--- config.mk ---
export PLATFORM = sky130hd
export DESIGN_NAME = adaptive_host_bus_regs
export DESIGN_NICKNAME = d
export VERILOG_FILES = /design/src/rtl/host_bus_pkg.sv /design/src/rtl/adaptive_host_bus_regs.sv
export SDC_FILE = /design/constraint.sdc
export NUM_CORES = 1
export LEC_CHECK = 0
export ABC_AREA = 1
export BUFFER_PORTS_ARGS = -buffer_cell sky130_fd_sc_hd__buf_2
export CAP_MARGIN = 20
export CORE_MARGIN = 2
export CORE_UTILIZATION = 60
export DETAILED_ROUTE_END_ITERATION = 8
export GPL_ROUTABILITY_DRIVEN = 0
export PLACE_DENSITY = 0.79
export SETUP_SLACK_MARGIN = 0.3
export SLEW_MARGIN = 5
export SYNTH_ARGS = -nofsm -noshare
export SYNTH_HDL_FRONTEND = slang
export SYNTH_SLANG_ARGS = --single-unit
--- constraint.sdc ---
create_clock -name ref_clk_i -period 2.8 [get_ports ref_clk_i]
set_clock_uncertainty 0.2 [all_clocks]
set_input_delay 0.28 -clock ref_clk_i [delete_from_list [all_inputs] [get_ports ref_clk_i]]
set_output_delay 0.28 -clock ref_clk_i [all_outputs]
set_load 0.02 [all_outputs]
--- src/rtl/host_bus_pkg.sv ---
package host_bus_pkg;

    // register pick line values
    localparam logic       PICK_DATA    = 1'h0;
    localparam logic       PICK_CONTROL = 1'h1;

    // first control register field positions
    localparam int         CF_TONE_EN   = 0;
    localparam int         CF_PROGRESS  = 1;
    localparam int         CF_IRQ_EN    = 2;
    localparam int         CF_SEL2      = 3;

    // second control register field positions
    localparam int         CS_BURST_OFF = 0;
    localparam int         CS_TEST      = 1;
    localparam int         CS_SINGLE    = 2;
    localparam int         CS_COLUMN    = 3;

    // status field positions
    localparam int         ST_IRQ       = 0;
    localparam int         ST_TX_READY  = 1;
    localparam int         ST_RX_FULL   = 2;
    localparam int         ST_DSTEER    = 3;

    // reset values
    localparam logic [3:0] CTRL_RESET   = 4'h0;
    localparam logic [3:0] CODE_RESET   = 4'h0;

    // burst timing: 51 ms tone mode, doubled in progress mode
    localparam int         CLK_MHZ      = 125;
    localparam int         BURST_MS     = 51;
    localparam longint     BURST_CYC    = longint'(BURST_MS) * CLK_MHZ
                                          * 1000;
    localparam int         CNT_W        = 24;

    typedef enum logic [0:0] {
        STYLE_RW_LINE = 1'b0,
        STYLE_STROBES = 1'b1
    } bus_style_t;

    typedef enum logic [1:0] {
        BURST_IDLE  = 2'b00,
        BURST_TONE  = 2'b01,
        BURST_PAUSE = 2'b10
    } burst_state_t;

    // host-side pins as one carrier
    typedef struct packed {
        logic       cs_n;
        logic       bus_data_strobe;
        logic       rw_wr;
        logic       register_pick_line;
        logic [3:0] data;
    } host_pins_t;

    // transmitter settings toward the tone synthesiser
    typedef struct packed {
        logic       tone_on;
        logic       single;
        logic       column;
        logic [3:0] code;
    } tone_ctrl_t;

endpackage

--- src/rtl/adaptive_host_bus_regs.sv ---
`timescale 1ns/1ns
// Function
// - cs fall with strobe low selects read/write-line bus style
// - cs fall with read strobe high selects separate strobe style
// - one internal select qualifies accesses in every style
// - pick line and data latched at instants suiting the bus type
// - status keeps updating without host strobe activity
// - pick 0 write tx, 0 read rx, 1 write control, 1 read status
// - receive data read-only, last valid digit code
// - transmit data write-only, selects tone pair
// - first control b3 routes next control write to second register
// - interrupt pin only pulls low or floats
// - first control: tone enable, mode, irq enable, second select
// - tone enable low turns all transmit tone functions off
// - mode high call progress, low tone mode
// - progress mode with irq enable: pin follows received tone
// - no digit detection or report in progress mode
// - tone mode irq: pin low on valid digit or tx ready
// - second control: burst off, test, single, column
// - burst low automatic burst and pause then ready; else tone bit
// - single high single tone; column bit picks column or row
// - test in tone mode: pin mirrors delayed steering
// - status: irq, tx ready, rx full, steering; read clears b0-b2
module adaptive_host_bus_regs #(
    parameter logic [23:0] BURST_LEN = 24'(host_bus_pkg::BURST_CYC)
) (
    input  wire logic                     ref_clk_i,
    input  wire logic                     srst_i,
    input  wire host_bus_pkg::host_pins_t pins_i,
    output logic [3:0]                    data_o,
    output logic                          data_oe_n_o,
    output logic                          irq_tone_pin_n_o,
    output logic                          irq_tone_oe_n_o,
    input  wire logic                     digit_valid_i,
    input  wire logic [3:0]               digit_code_i,
    input  wire logic                     steering_i,
    input  wire logic                     progress_tone_i,
    output host_bus_pkg::tone_ctrl_t      tone_o,
    output logic                          progress_mode_o,
    output logic                          test_mode_o
);

    // three-stage synchronisers on host pins
    logic [2:0] cs_s;
    logic [2:0] ds_s;
    logic [2:0] rw_s;
    logic [2:0] pk_s;
    logic [3:0] d_s1;
    logic [3:0] d_s2;
    logic [3:0] d_s3;
    always_ff @(posedge ref_clk_i) begin
        cs_s <= {cs_s[1:0], pins_i.cs_n};
        ds_s <= {ds_s[1:0], pins_i.bus_data_strobe};
        rw_s <= {rw_s[1:0], pins_i.rw_wr};
        pk_s <= {pk_s[1:0], pins_i.register_pick_line};
        d_s1 <= pins_i.data;
        d_s2 <= d_s1;
        d_s3 <= d_s2;
    end

    // a change counts once stages two and three agree
    logic       cs_r;
    logic       ds_r;
    logic       rw_r;
    logic       pk_r;
    logic [3:0] d_r;
    logic       cs_fall;
    always_ff @(posedge ref_clk_i) begin
        if (srst_i) begin
            cs_r <= 1'b1;
            ds_r <= 1'b1;
            rw_r <= 1'b1;
            pk_r <= host_bus_pkg::PICK_DATA;
            d_r  <= host_bus_pkg::CODE_RESET;
        end else begin
            if (cs_s[1] == cs_s[2]) cs_r <= cs_s[2];
            if (ds_s[1] == ds_s[2]) ds_r <= ds_s[2];
            if (rw_s[1] == rw_s[2]) rw_r <= rw_s[2];
            if (pk_s[1] == pk_s[2]) pk_r <= pk_s[2];
            if (d_s2 == d_s3) d_r <= d_s3; // whole nibble must agree
        end
    end
    assign cs_fall = cs_r && (cs_s[1] == cs_s[2]) && !cs_s[2];

    // bus style sensed at each chip select fall
    host_bus_pkg::bus_style_t style_r;
    logic                     pick_r;
    logic                     cs_active_r;
    always_ff @(posedge ref_clk_i) begin
        if (srst_i) begin
            style_r     <= host_bus_pkg::STYLE_RW_LINE;
            pick_r      <= host_bus_pkg::PICK_DATA;
            cs_active_r <= 1'b0;
        end else if (cs_fall) begin
            // strobe low: rw-line style; read strobe high: strobes
            style_r <= ds_s[2] ? host_bus_pkg::STYLE_STROBES
                               : host_bus_pkg::STYLE_RW_LINE;
            pick_r      <= pk_r;
            cs_active_r <= 1'b1;
        end else if (cs_r) begin
            cs_active_r <= 1'b0;
        end
    end

    // equivalent internal select: read and write windows
    logic rd_win;
    logic wr_win;
    logic acc_win;
    logic acc_prev_r;
    logic acc_is_rd_r;
    logic acc_end;
    always_comb begin
        if (style_r == host_bus_pkg::STYLE_RW_LINE) begin
            // strobe high marks the data phase, rw high reads
            rd_win = ds_r && rw_r;
            wr_win = ds_r && !rw_r;
        end else begin
            // active-low separate strobes
            rd_win = !ds_r;
            wr_win = !rw_r;
        end
    end
    assign acc_win = !cs_r && (rd_win || wr_win);
    assign acc_end = acc_prev_r && !acc_win;

    // remember kind of access; write data latched at window close
    logic [3:0] wdata_r;
    always_ff @(posedge ref_clk_i) begin
        if (srst_i) begin
            acc_prev_r  <= 1'b0;
            acc_is_rd_r <= 1'b0;
            wdata_r     <= host_bus_pkg::CODE_RESET;
        end else begin
            acc_prev_r <= acc_win;
            if (acc_win) begin
                acc_is_rd_r <= rd_win;
                wdata_r     <= d_r;
            end
        end
    end

    // separate buses: pick line taken as the access window opens
    logic pick_win_r;
    always_ff @(posedge ref_clk_i) begin
        if (srst_i) begin
            pick_win_r <= host_bus_pkg::PICK_DATA;
        end else if (acc_win && !acc_prev_r) begin
            pick_win_r <= pk_r;
        end
    end

    // multiplexed bus: address valid only at the chip select fall
    logic pick_now;
    always_comb begin
        if (!cs_active_r)
            pick_now = pk_r;
        else if (style_r == host_bus_pkg::STYLE_STROBES)
            pick_now = pick_r;
        else if (acc_prev_r)
            pick_now = pick_win_r;
        else
            pick_now = pk_r;
    end

    logic wr_tx;
    logic wr_ctl;
    logic rd_stat;
    assign wr_tx   = acc_end && !acc_is_rd_r
                     && pick_now == host_bus_pkg::PICK_DATA;
    assign wr_ctl  = acc_end && !acc_is_rd_r
                     && pick_now == host_bus_pkg::PICK_CONTROL;
    assign rd_stat = acc_end && acc_is_rd_r
                     && pick_now == host_bus_pkg::PICK_CONTROL;

    // control registers sharing one address
    logic [3:0] control_first_r;
    logic [3:0] control_second_r;
    logic       to_second_r;
    always_ff @(posedge ref_clk_i) begin
        if (srst_i) begin
            control_first_r  <= host_bus_pkg::CTRL_RESET;
            control_second_r <= host_bus_pkg::CTRL_RESET;
            to_second_r      <= 1'b0;
        end else if (wr_ctl) begin
            if (to_second_r) begin
                control_second_r <= wdata_r;
                to_second_r      <= 1'b0;
            end else begin
                control_first_r <= wdata_r;
                to_second_r     <= wdata_r[host_bus_pkg::CF_SEL2];
            end
        end
    end

    logic tone_en;
    logic prog_mode;
    logic irq_en;
    logic burst_off;
    assign tone_en   = control_first_r[host_bus_pkg::CF_TONE_EN];
    assign prog_mode = control_first_r[host_bus_pkg::CF_PROGRESS];
    assign irq_en    = control_first_r[host_bus_pkg::CF_IRQ_EN];
    assign burst_off = control_second_r[host_bus_pkg::CS_BURST_OFF];

    // transmit code register, write only
    logic [3:0] tone_code_out_r;
    logic       tx_load;
    always_ff @(posedge ref_clk_i) begin
        if (srst_i) begin
            tone_code_out_r <= host_bus_pkg::CODE_RESET;
        end else if (wr_tx) begin
            tone_code_out_r <= wdata_r;
        end
    end
    assign tx_load = wr_tx;

    // burst sequencer: tone then equal pause, doubled in progress mode
    host_bus_pkg::burst_state_t burst_st_r;
    logic [host_bus_pkg::CNT_W:0] burst_cnt_r;
    logic [host_bus_pkg::CNT_W:0] burst_len;
    logic                         burst_done;
    logic                         burst_tone;
    assign burst_len = prog_mode ? {BURST_LEN, 1'b0} : {1'b0, BURST_LEN};
    assign burst_done = burst_cnt_r >= burst_len - 25'h0000001;
    always_ff @(posedge ref_clk_i) begin
        if (srst_i || burst_off || !tone_en) begin
            burst_st_r  <= host_bus_pkg::BURST_IDLE;
            burst_cnt_r <= '0;
        end else begin
            case (burst_st_r)
                host_bus_pkg::BURST_IDLE: begin
                    burst_cnt_r <= '0;
                    if (tx_load) burst_st_r <= host_bus_pkg::BURST_TONE;
                end
                host_bus_pkg::BURST_TONE: begin
                    burst_cnt_r <= burst_done ? '0
                                              : burst_cnt_r + 25'h0000001;
                    if (burst_done)
                        burst_st_r <= host_bus_pkg::BURST_PAUSE;
                end
                host_bus_pkg::BURST_PAUSE: begin
                    burst_cnt_r <= burst_done ? '0
                                              : burst_cnt_r + 25'h0000001;
                    if (burst_done) burst_st_r <= host_bus_pkg::BURST_IDLE;
                end
                default: begin
                    burst_st_r <= host_bus_pkg::BURST_IDLE;
                end
            endcase
        end
    end
    assign burst_tone = burst_st_r == host_bus_pkg::BURST_TONE;
    logic tx_ready_evt;
    assign tx_ready_evt = !burst_off && tone_en && burst_done
                          && burst_st_r == host_bus_pkg::BURST_PAUSE;

    // receive digit capture, suppressed in progress mode
    logic [3:0] digit_code_in_r;
    logic       rx_evt;
    assign rx_evt = digit_valid_i && !prog_mode;
    always_ff @(posedge ref_clk_i) begin
        if (srst_i) begin
            digit_code_in_r <= host_bus_pkg::CODE_RESET;
        end else if (rx_evt) begin
            digit_code_in_r <= digit_code_i;
        end
    end

    // sticky status flags; set wins over read clear
    logic flag_irq_r;
    logic flag_txr_r;
    logic flag_rxf_r;
    logic irq_evt;
    assign irq_evt = rx_evt || tx_ready_evt;
    always_ff @(posedge ref_clk_i) begin
        if (srst_i) begin
            flag_irq_r <= 1'b0;
            flag_txr_r <= 1'b0;
            flag_rxf_r <= 1'b0;
        end else begin
            // internal events update without host activity
            if (irq_evt) flag_irq_r <= 1'b1;
            else if (rd_stat) flag_irq_r <= 1'b0;
            if (tx_ready_evt) flag_txr_r <= 1'b1;
            else if (rd_stat || burst_off) flag_txr_r <= 1'b0;
            if (rx_evt) flag_rxf_r <= 1'b1;
            else if (rd_stat) flag_rxf_r <= 1'b0;
        end
    end

    logic [3:0] status;
    always_comb begin
        status = '0;
        status[host_bus_pkg::ST_IRQ]      = flag_irq_r;
        status[host_bus_pkg::ST_TX_READY] = flag_txr_r;
        status[host_bus_pkg::ST_RX_FULL]  = flag_rxf_r;
        status[host_bus_pkg::ST_DSTEER]   = steering_i;
    end

    // read data driven during the read window
    always_ff @(posedge ref_clk_i) begin
        if (srst_i) begin
            data_o      <= '0;
            data_oe_n_o <= 1'b1;
        end else begin
            data_oe_n_o <= !(acc_win && rd_win);
            data_o      <= (pick_now == host_bus_pkg::PICK_CONTROL)
                           ? status : digit_code_in_r;
        end
    end

    // interrupt/progress pin, open drain
    logic test_mode;
    logic pull_low;
    assign test_mode = control_second_r[host_bus_pkg::CS_TEST];
    always_comb begin
        if (prog_mode)
            pull_low = irq_en && !progress_tone_i;
        else if (test_mode)
            pull_low = !steering_i;
        else
            pull_low = irq_en && flag_irq_r;
    end
    always_ff @(posedge ref_clk_i) begin
        if (srst_i) irq_tone_oe_n_o <= 1'b1;
        else irq_tone_oe_n_o <= !pull_low;
    end
    assign irq_tone_pin_n_o = 1'b0;

    // transmitter settings
    always_ff @(posedge ref_clk_i) begin
        if (srst_i) begin
            tone_o <= '0;
        end else begin
            tone_o.tone_on <= burst_off ? tone_en : burst_tone;
            tone_o.single  <= control_second_r[host_bus_pkg::CS_SINGLE];
            tone_o.column  <= control_second_r[host_bus_pkg::CS_COLUMN];
            tone_o.code    <= tone_code_out_r;
        end
    end
    assign progress_mode_o = prog_mode;
    assign test_mode_o     = test_mode;

endmodule

; ---- Word-level counts from Yosys, hierarchy flattened
; Index checks and enable logic that the tools add are counted.
[word_totals]
romBits = 0
input_bits = 17
n_memories = 0
latchBits = 0
word_cells = 124
register_bits = 101
output_inout_bits = 16
ram_bits = 0
[op_classes]
eq_ne = 10
order_cmp = 1
bitwise = 2
reduce_logical = 48
addsub = 2
shift = 0
n_mux = 25
div = 0
mul = 0
[op_table]
columns = op, n
row1 = 25-bit one-hot mux with 2 select lines, 1
row2 = 25-bit by 1-bit adder with 25-bit output (second input constant), 1
row3 = 25-bit >= comparator, 1
row4 = 25-bit two-way mux, 1
row5 = 24-bit by 1-bit subtractor with 25-bit output (second input constant), 1
row6 = 24-bit two-way mux, 1
row7 = 1-bit logical AND, 19
row8 = 1-bit two-way mux, 17
row9 = 1-bit zero test, 14
row10 = 2-bit nonzero test, 5
row11 = 2-bit two-way mux, 3
row12 = 2-bit inequality test (second input constant), 3
row13 = 2-bit one-hot mux with 3 select lines, 1
row14 = 1-bit logical OR, 5
row15 = 1-bit equality test, 4
row16 = 4-bit equality test, 1
row17 = 4-bit two-way mux, 1
row18 = 2-bit AND reduction, 2
row19 = 3-bit AND reduction, 1
row20 = 2-bit by 1-bit equality test with 1-bit output (second input constant), 1
row21 = 2-bit equality test (second input constant), 1
row22 = 2-bit zero test, 1
row23 = 1-bit inverter, 2
row24 = 2-bit OR reduction, 1

; ---- Depth between registers and ports, before layout
; Gate-level depths: netlist (run 1).
[depth]
ltp_word = 12
ltp_mapped = 12
ltp_nobuf = 12

; ---- Worst setup path after synthesis (run 1)
; OpenSTA, ideal clock, no wires.
[synth_path]
path_kind = register to register
start = reg control_first_r[1]
end = reg burst_cnt_r[15] (netlist bit)
path_stages_with_launch = 13
path_slack_ns = 0.430
path_buffers = 1
t_arrival_ns = 2.100
t_required_ns = 2.530
setup_ns = 0.070
synth_period_minus_slack_ns = 2.370
path_cell_list = dfxtp_1 > inv_1 > ha_1 > nand2_1 > inv_1 > a21oi_1 > nand2_1 > nand2_1 > nand3_2 > nor2_8 > buf_6 > nand3_2 > a21oi_1
[synth_between]
elab_chain_cells = 5
[synth_rtl]
columns = element, line_no
row1 = from (decl), adaptive_host_bus_regs.sv:176  ; logic [3:0] control_first_r;
row2 = from (signal assigned), adaptive_host_bus_regs.sv:181  ; control_first_r <= host_bus_pkg::CTRL_RESET;
row3 = from (signal assigned), adaptive_host_bus_regs.sv:189  ; control_first_r <= wdata_r;
row4 = 24-bit two-way mux, adaptive_host_bus_regs.sv:222  ; assign burst_len = prog_mode ? {BURST_LEN, 1'b0} : {1'b0, BURST_LEN};
row5 = 24-bit by 1-bit subtractor with 25-bit output, adaptive_host_bus_regs.sv:223  ; assign burst_done = burst_cnt_r >= burst_len - 25'h0000001;
row6 = 25-bit >= comparator, adaptive_host_bus_regs.sv:223
row7 = 25-bit two-way mux, "adaptive_host_bus_regs.sv:235, adaptive_host_bus_regs.sv:241"
row8 = 25-bit one-hot mux with 2 select lines, adaptive_host_bus_regs.sv:229  ; case (burst_st_r)
row9 = to (signal assigned), adaptive_host_bus_regs.sv:235  ; burst_cnt_r <= burst_done ? '0
row10 = to (signal assigned), adaptive_host_bus_regs.sv:241  ; burst_cnt_r <= burst_done ? '0
row11 = to (decl), adaptive_host_bus_regs.sv:218  ; logic [host_bus_pkg::CNT_W:0] burst_cnt_r;
; No other way between the ends.
; A chain may end at the register's enable or synchronous reset.

; ---- Worst setup path in the final report (run 1)
[layout_path]
start = reg control_first_r[1]
end = reg burst_cnt_r[14] (netlist bit)
; Same word-level chain as after synthesis.

==> results_dict.tcl, run 1 <==
set metrics [dict create \
    fin_util 0.711 \
    initial_core_util 0.629 \
    wire_per_inst_um 13.5 \
    io_buffer_count 31 \
    yosysTopAreaCell "dfxtp_1" \
    period_minus_slack_ns 2.31 \
    async_flop_share 0 \
    clk_pin_slew_ns 0.11 \
    final_nets 693 \
    dp_hpwl_mm 7.12 \
    clockBufferDepth 2 \
    status "finished clean" \
    max_flop_register "burst_cnt_r" \
    peakVddDrop_mv 0.452 \
    avgSynthCellArea_um2 7.53 \
    rsz0062_at_grt "no" \
    ys_warn_count 0 \
    r2r-end "burst_cnt_r[14]$_SDFFE_PP0P_" \
    synthCells 612 \
    cts_buffers 9 \
    final_hold_viol_count 0 \
    cp.required_ns 2.89 \
    layout-drive-gt1-share 0.131 \
    synth-main-ff-cell "dfxtp_1" \
    ant_nets 0 \
    die_h_um 91.6 \
    ioPinCount 33 \
    clkLatencyLatePin_ns 0.37 \
    min_to "flag_rxf_r$_SDFFE_PP0P_" \
    synth_edf_count 0 \
    start_kind "register" \
    root_buffer "clkbuf_8" \
    arrival_ns 2.40 \
    grt_usage 0.254 \
    area_delta_synth_final_pct 13.1 \
    vias 4094 \
    yosysMostFrequentCell "nand2_1" \
    reg.largest.list "burst_cnt_r: 25 flops, tone_o: 7 flops" \
    route.detailed.drc 0 \
    syn_area_mm2 0.00461 \
    p_leak_nw 2.16 \
    drv_slew 0 \
    synthTopCellsByArea "dfxtp_1, nand2_1, nor2_1" \
    hold_start "digit_valid_i" \
    cp_max_fo 12 \
    first_pass_iters 5 \
    vias_per_cell 5.37 \
    grt_max_degree 32 \
    power.density_mw_per_mm2 487 \
    cp-end-kind "register" \
    routed_wl_mm 10.3 \
    hold_depth 3 \
    fp.dieW_um 91.6 \
    grt_pass1_wl_mm 17.4 \
    fillCellCount 580 \
    seq_area_frac_synth 0.439 \
    fin_crit_sh 0.826 \
    synthDominantCellAreaShare 0.439 \
    reg2reg_slack_ns 0.49 \
    core_area_mm2 0.00733 \
    grt_remaining_overflow 0 \
    maxCapViolations 0 \
    largest_reg_flops 25 \
    cts_tree "yes" \
    synth_cell_types 35 \
    r2r.worst_path.cells 10 \
    synth_fp_nets 647 \
    setup_viol 0 \
    antenna_found_initial 0 \
    grt_pass1_vias 3733 \
    n_antenna_cell 0 \
    synth_common_cells "nand2_1, dfxtp_1, nor2_1" \
    cts_max_level 3 \
    slew_headroom 0.486 \
    clock.fmax_mhz 432 \
    rows 31 \
    die_area_mm2 0.00840 \
    worstMarginPinSlew_ns 0.771 \
    synth-seq-cells 101 \
    reg2reg_from "control_first_r[1]$_SDFFE_PP0P_" \
    worstSetupPathType "reg -> reg" \
    cts.sinks 101 \
    hold_path_class "in -> reg" \
    setup_tns_ns 0 \
    drt_iter0_markers 365 \
]
[worst max-delay path by stage]
stage	startpoint	endpoint	depth (start not counted)
after floorplan	control_first_r[1]$_SDFFE_PP0P_	burst_cnt_r[15]$_SDFFE_PP0P_	12
after global placement	control_first_r[1]$_SDFFE_PP0P_	flag_irq_r$_SDFFE_PP0P_	12
after detailed placement	control_first_r[1]$_SDFFE_PP0P_	burst_cnt_r[13]$_SDFFE_PP0P_	11
after CTS	control_first_r[1]$_SDFFE_PP0P_	burst_cnt_r[13]$_SDFFE_PP0P_	11
after global routing	control_first_r[1]$_SDFFE_PP0P_	burst_cnt_r[6]$_SDFFE_PP0P_	12
final	control_first_r[1]$_SDFFE_PP0P_	burst_cnt_r[14]$_SDFFE_PP0P_	10
[where the power goes]
group	internal [mW]	total, mW	switching (mW)
registers	1.48	1.51	0.0259
logic	0.0552	0.132	0.0771
clock network	0.350	0.898	0.548
total	1.89	2.54	0.651
[cell families after synthesis]
family / after synthesis / share of synthesized area
buffers and inverters: 76 / 0.0665
flip-flops: 101 / 0.439
adder cells (fa/ha/maj): 18 / 0.0489
AO/OA/AOI/OAI: 98 / 0.112
AND/OR/NAND/NOR: 302 / 0.302
other: 1 / 0.000814
XOR/XNOR: 16 / 0.0304
[cells in the final DEF, fill, tap and decap left out, types with 14 or more instances in the layout]
cell           count
a21oi_1           56
nand3_1           27
nor2_1            93
nand2_1          125
ha_1              18
inv_1             54
o21ai_0           32
dfxtp_1          101
buf_2             31
dlygate4sd3_1     14
nand4_1           20
[repair_timing]
action | 4_1_cts | 5_1_grt
setup endpoints to repair | 0 | 27
endpoints found under the hold margin | 14 | 0
gates resized for setup | 0 | 2
setup buffers | 0 | 1
hold buffers | 14 | 0
[layer usage]
layer,part of all wire,wire [um],up-vias,GRT usage
met5,0,0,-,0
met4,0.021,216,0,0.0922
met3,0.061,634,25,0.0411
met2,0.47,4810,130,0.414
met1,0.45,4650,1862,0.342
li1,-,-,2077,-
[metrics by stage]
step	power (mW)	instances	setup slack, ns	hold WS, ns	area (um^2)
after global routing	2.64	762	0.316	0.125	5210
after CTS	2.56	759	0.310	0.0827	5160
after floorplan	1.62	612	0.430	0.108	4610
final	2.54	762	0.488	0.0829	5210
after detailed placement	1.66	729	0.361	0.114	4830
after global placement	1.65	729	0.490	0.110	4830
[critical path, cell delays in order, from the launching register on]
cell and delay [ns]:
dfxtp_1 0.33, buf_4 0.17, ha_1 0.31, nand2_1 0.11, nor2_1 0.08, a21oi_1 0.27
nand3_4 0.20, nor2_4 0.15, buf_12 0.16, nand3b_1 0.08, a21oi_1 0.14
[final cells by class]
class                           count  area (um^2)  share of cell area
Inverter                           60          225              0.0432
Clock buffer                       10          128              0.0245
Timing Repair Buffer               49          338              0.0648
Tap cell                           99          124              0.0238
Sequential cell                   101         2020               0.388
Clock inverter                      6         63.8              0.0122
Multi-Input combinational cell    437         2310               0.444
(Power assumes the default switching activity.)
==> run 2: changes to the inputs <==
==> constraint.sdc (replaced) <==
create_clock -name ref_clk_i -period 2.3 [get_ports ref_clk_i]
set_clock_uncertainty 0.2 [all_clocks]
set_input_delay 0.23 -clock ref_clk_i [delete_from_list [all_inputs] [get_ports ref_clk_i]]
set_output_delay 0.23 -clock ref_clk_i [all_outputs]
set_load 0.02 [all_outputs]
==> results_dict.tcl, run 2 (synthesis results as in run 1) <==
set metrics [dict create \
    status "finished clean" \
    antenna_found_initial 0 \
    route.detailed.drc 0 \
    root_buffer "clkbuf_8" \
    routed_wl_mm 12.0 \
    cpPeakStageDelay_ns 0.45 \
    die_area_mm2 0.00840 \
    layout.area.seq_mm2 0.00203 \
    crit_buf_inv 3 \
    arrival_ns 2.35 \
    fin_crit_sh 0.977 \
    vias_per_cell 5.57 \
    io_buffer_count 31 \
    grt_pass1_wl_mm 18.9 \
    fp.dieW_um 91.6 \
    setup_viol 0 \
    fin_cells 785 \
    maxCapViolations 0 \
    p_leak_nw 2.35 \
    n_antenna_cell 0 \
    fillCellCount 497 \
    ant_nets 0 \
    layout-drive-gt1-share 0.223 \
    largest_reg_flops 25 \
    start_kind "register" \
    dp_hpwl_mm 8.07 \
    clockBufferDepth 2 \
    clk_pin_slew_ns 0.10 \
    drt_iter0_markers 396 \
    crit_top_cell "nand2_1" \
    place_inst 744 \
    reg.largest.list "burst_cnt_r: 25 flops, tone_o: 7 flops" \
    setup_ws_ns 0.0540 \
    cts_max_level 3 \
    cts.sinks 101 \
    slowest_stage "dfxtp_4" \
    initial_core_util 0.629 \
    final_hold_viol_count 0 \
    cp-end-kind "register" \
    place_worst_setup_slack_ns 0.146 \
    wire_per_inst_um 15.3 \
    clock.fmax_mhz 445 \
    cp_top_family "simple AND/OR/NAND/NOR gates" \
    vias 4373 \
    final_nets 716 \
    cp.required_ns 2.41 \
    grt_usage 0.281 \
    drv_slew 0 \
    clkLatencyLatePin_ns 0.37 \
    max_flop_register "burst_cnt_r" \
    hold_path_class "in -> reg" \
    die_h_um 91.6 \
    period_minus_slack_ns 2.25 \
    worstSetupPathType "reg -> reg" \
    ioPinCount 33 \
    cp_cell_sequence "inv_8, ha_1, nand2_1, nor2_1, nand2_1, nor2_1, nand2_1, inv_2, nor2_8, buf_12, nor2_4, nand2_2, a21oi_2" \
    multi_input_area_mm2 0.00254 \
    power.density_mw_per_mm2 567 \
    core_area_mm2 0.00733 \
    final_cell_mix "nand2_1, dfxtp_1, nor2_1" \
    cts_buffers 9 \
    grt_pass1_vias 4050 \
    peakVddDrop_mv 0.504 \
    grt_max_degree 26 \
    rsz0062_at_grt "yes" \
    cts_tree "yes" \
    cp_max_fo 10 \
    area_delta_synth_final_pct 24.2 \
    layout_commonest_cell "nand2_1" \
    first_pass_iters 6 \
    grt_remaining_overflow 0 \
    rows 31 \
]
==> run 2: cell types whose count changed in the layout (fill, tap and decap cells not counted), sizes merged <==
cell      change
clkinvlp      -1
buf          +24
inv           -1
nor2          -2
bufinv        +1
clkinv        +2
==> run 2: area by class of cell <==
cell class / instances / share of cell area
Tap cell: 99 / 0.0216
Clock buffer: 9 / 0.0216
Clock inverter: 7 / 0.0179
Sequential cell: 101 / 0.354
Timing Repair Buffer: 74 / 0.0997
Inverter: 60 / 0.0407
Multi-Input combinational cell: 435 / 0.444
==> run 2: path summary, 6_finish.rpt <==
kind / start / to / slack, ns / cells after the start
hold reg to reg: cs_s[0]$_DFF_P_ / cs_s[1]$_DFF_P_ / 0.13 / 0
setup reg to reg: control_first_r[1]$_SDFFE_PP0P_ / flag_irq_r$_SDFFE_PP0P_ / 0.05 / 13
hold / removal: srst_i / tone_o[5]$_SDFF_PP0_ / 0.08 / 2
setup / recovery: control_first_r[1]$_SDFFE_PP0P_ / flag_irq_r$_SDFFE_PP0P_ / 0.05 / 13
==> run 2: layer usage <==
| metal | GRT usage | vias to the layer above | routed length [um] |
|---|---|---|---|
| met5 | 0 | - | 0 |
| met3 | 0.0616 | 53 | 788 |
| met2 | 0.485 | 186 | 5870 |
| li1 | - | 2128 | - |
| met1 | 0.326 | 2006 | 4720 |
| met4 | 0.140 | 0 | 618 |
==> run 2: worst reg2reg max path, cell delays in order, from the launching register on <==
cell and delay, ns:
dfxtp_4 0.45, inv_8 0.09, ha_1 0.31, nand2_1 0.05
nor2_1 0.17, nand2_1 0.09, nor2_1 0.11, nand2_1 0.08
inv_2 0.11, nor2_8 0.08, buf_12 0.15, nor2_4 0.07
nand2_2 0.07, a21oi_2 0.13
==> run 2: where the power goes <==
| part | switching [mW] | internal, mW | total (mW) | leakage (nW) |
|---|---|---|---|---|
| clock | 0.687 | 0.542 | 1.23 | 0.113 |
| sequential | 0.0346 | 1.80 | 1.84 | 0.828 |
| combinational | 0.100 | 0.0742 | 0.175 | 1.41 |
| total | 0.822 | 2.42 | 3.24 | 2.35 |
==> run 2: what timing repair did <==
action	CTS	global route
pin swaps	4	15
endpoints found under the hold margin	14	0
resized for setup	15	33
endpoints found under the setup margin	27	30
gates cloned	0	1
hold buffers	14	0
setup buffers	5	5
==> run 2: stage by stage <==
step	setup TNS [ns]	utilization	hold slack, ns	instance area (um^2)	power [mW]
3_3_place_gp	0	0.686	0.112	5030	2.01
5_1_grt	-0.0880	0.781	0.0751	5720	3.36
4_1_cts	0	0.753	0.0561	5520	3.25
6_report	0	0.781	0.0793	5720	3.24
2_1_floorplan	0	-	0.0577	4680	1.97
3_5_place_dp	0	0.686	0.113	5030	2.02
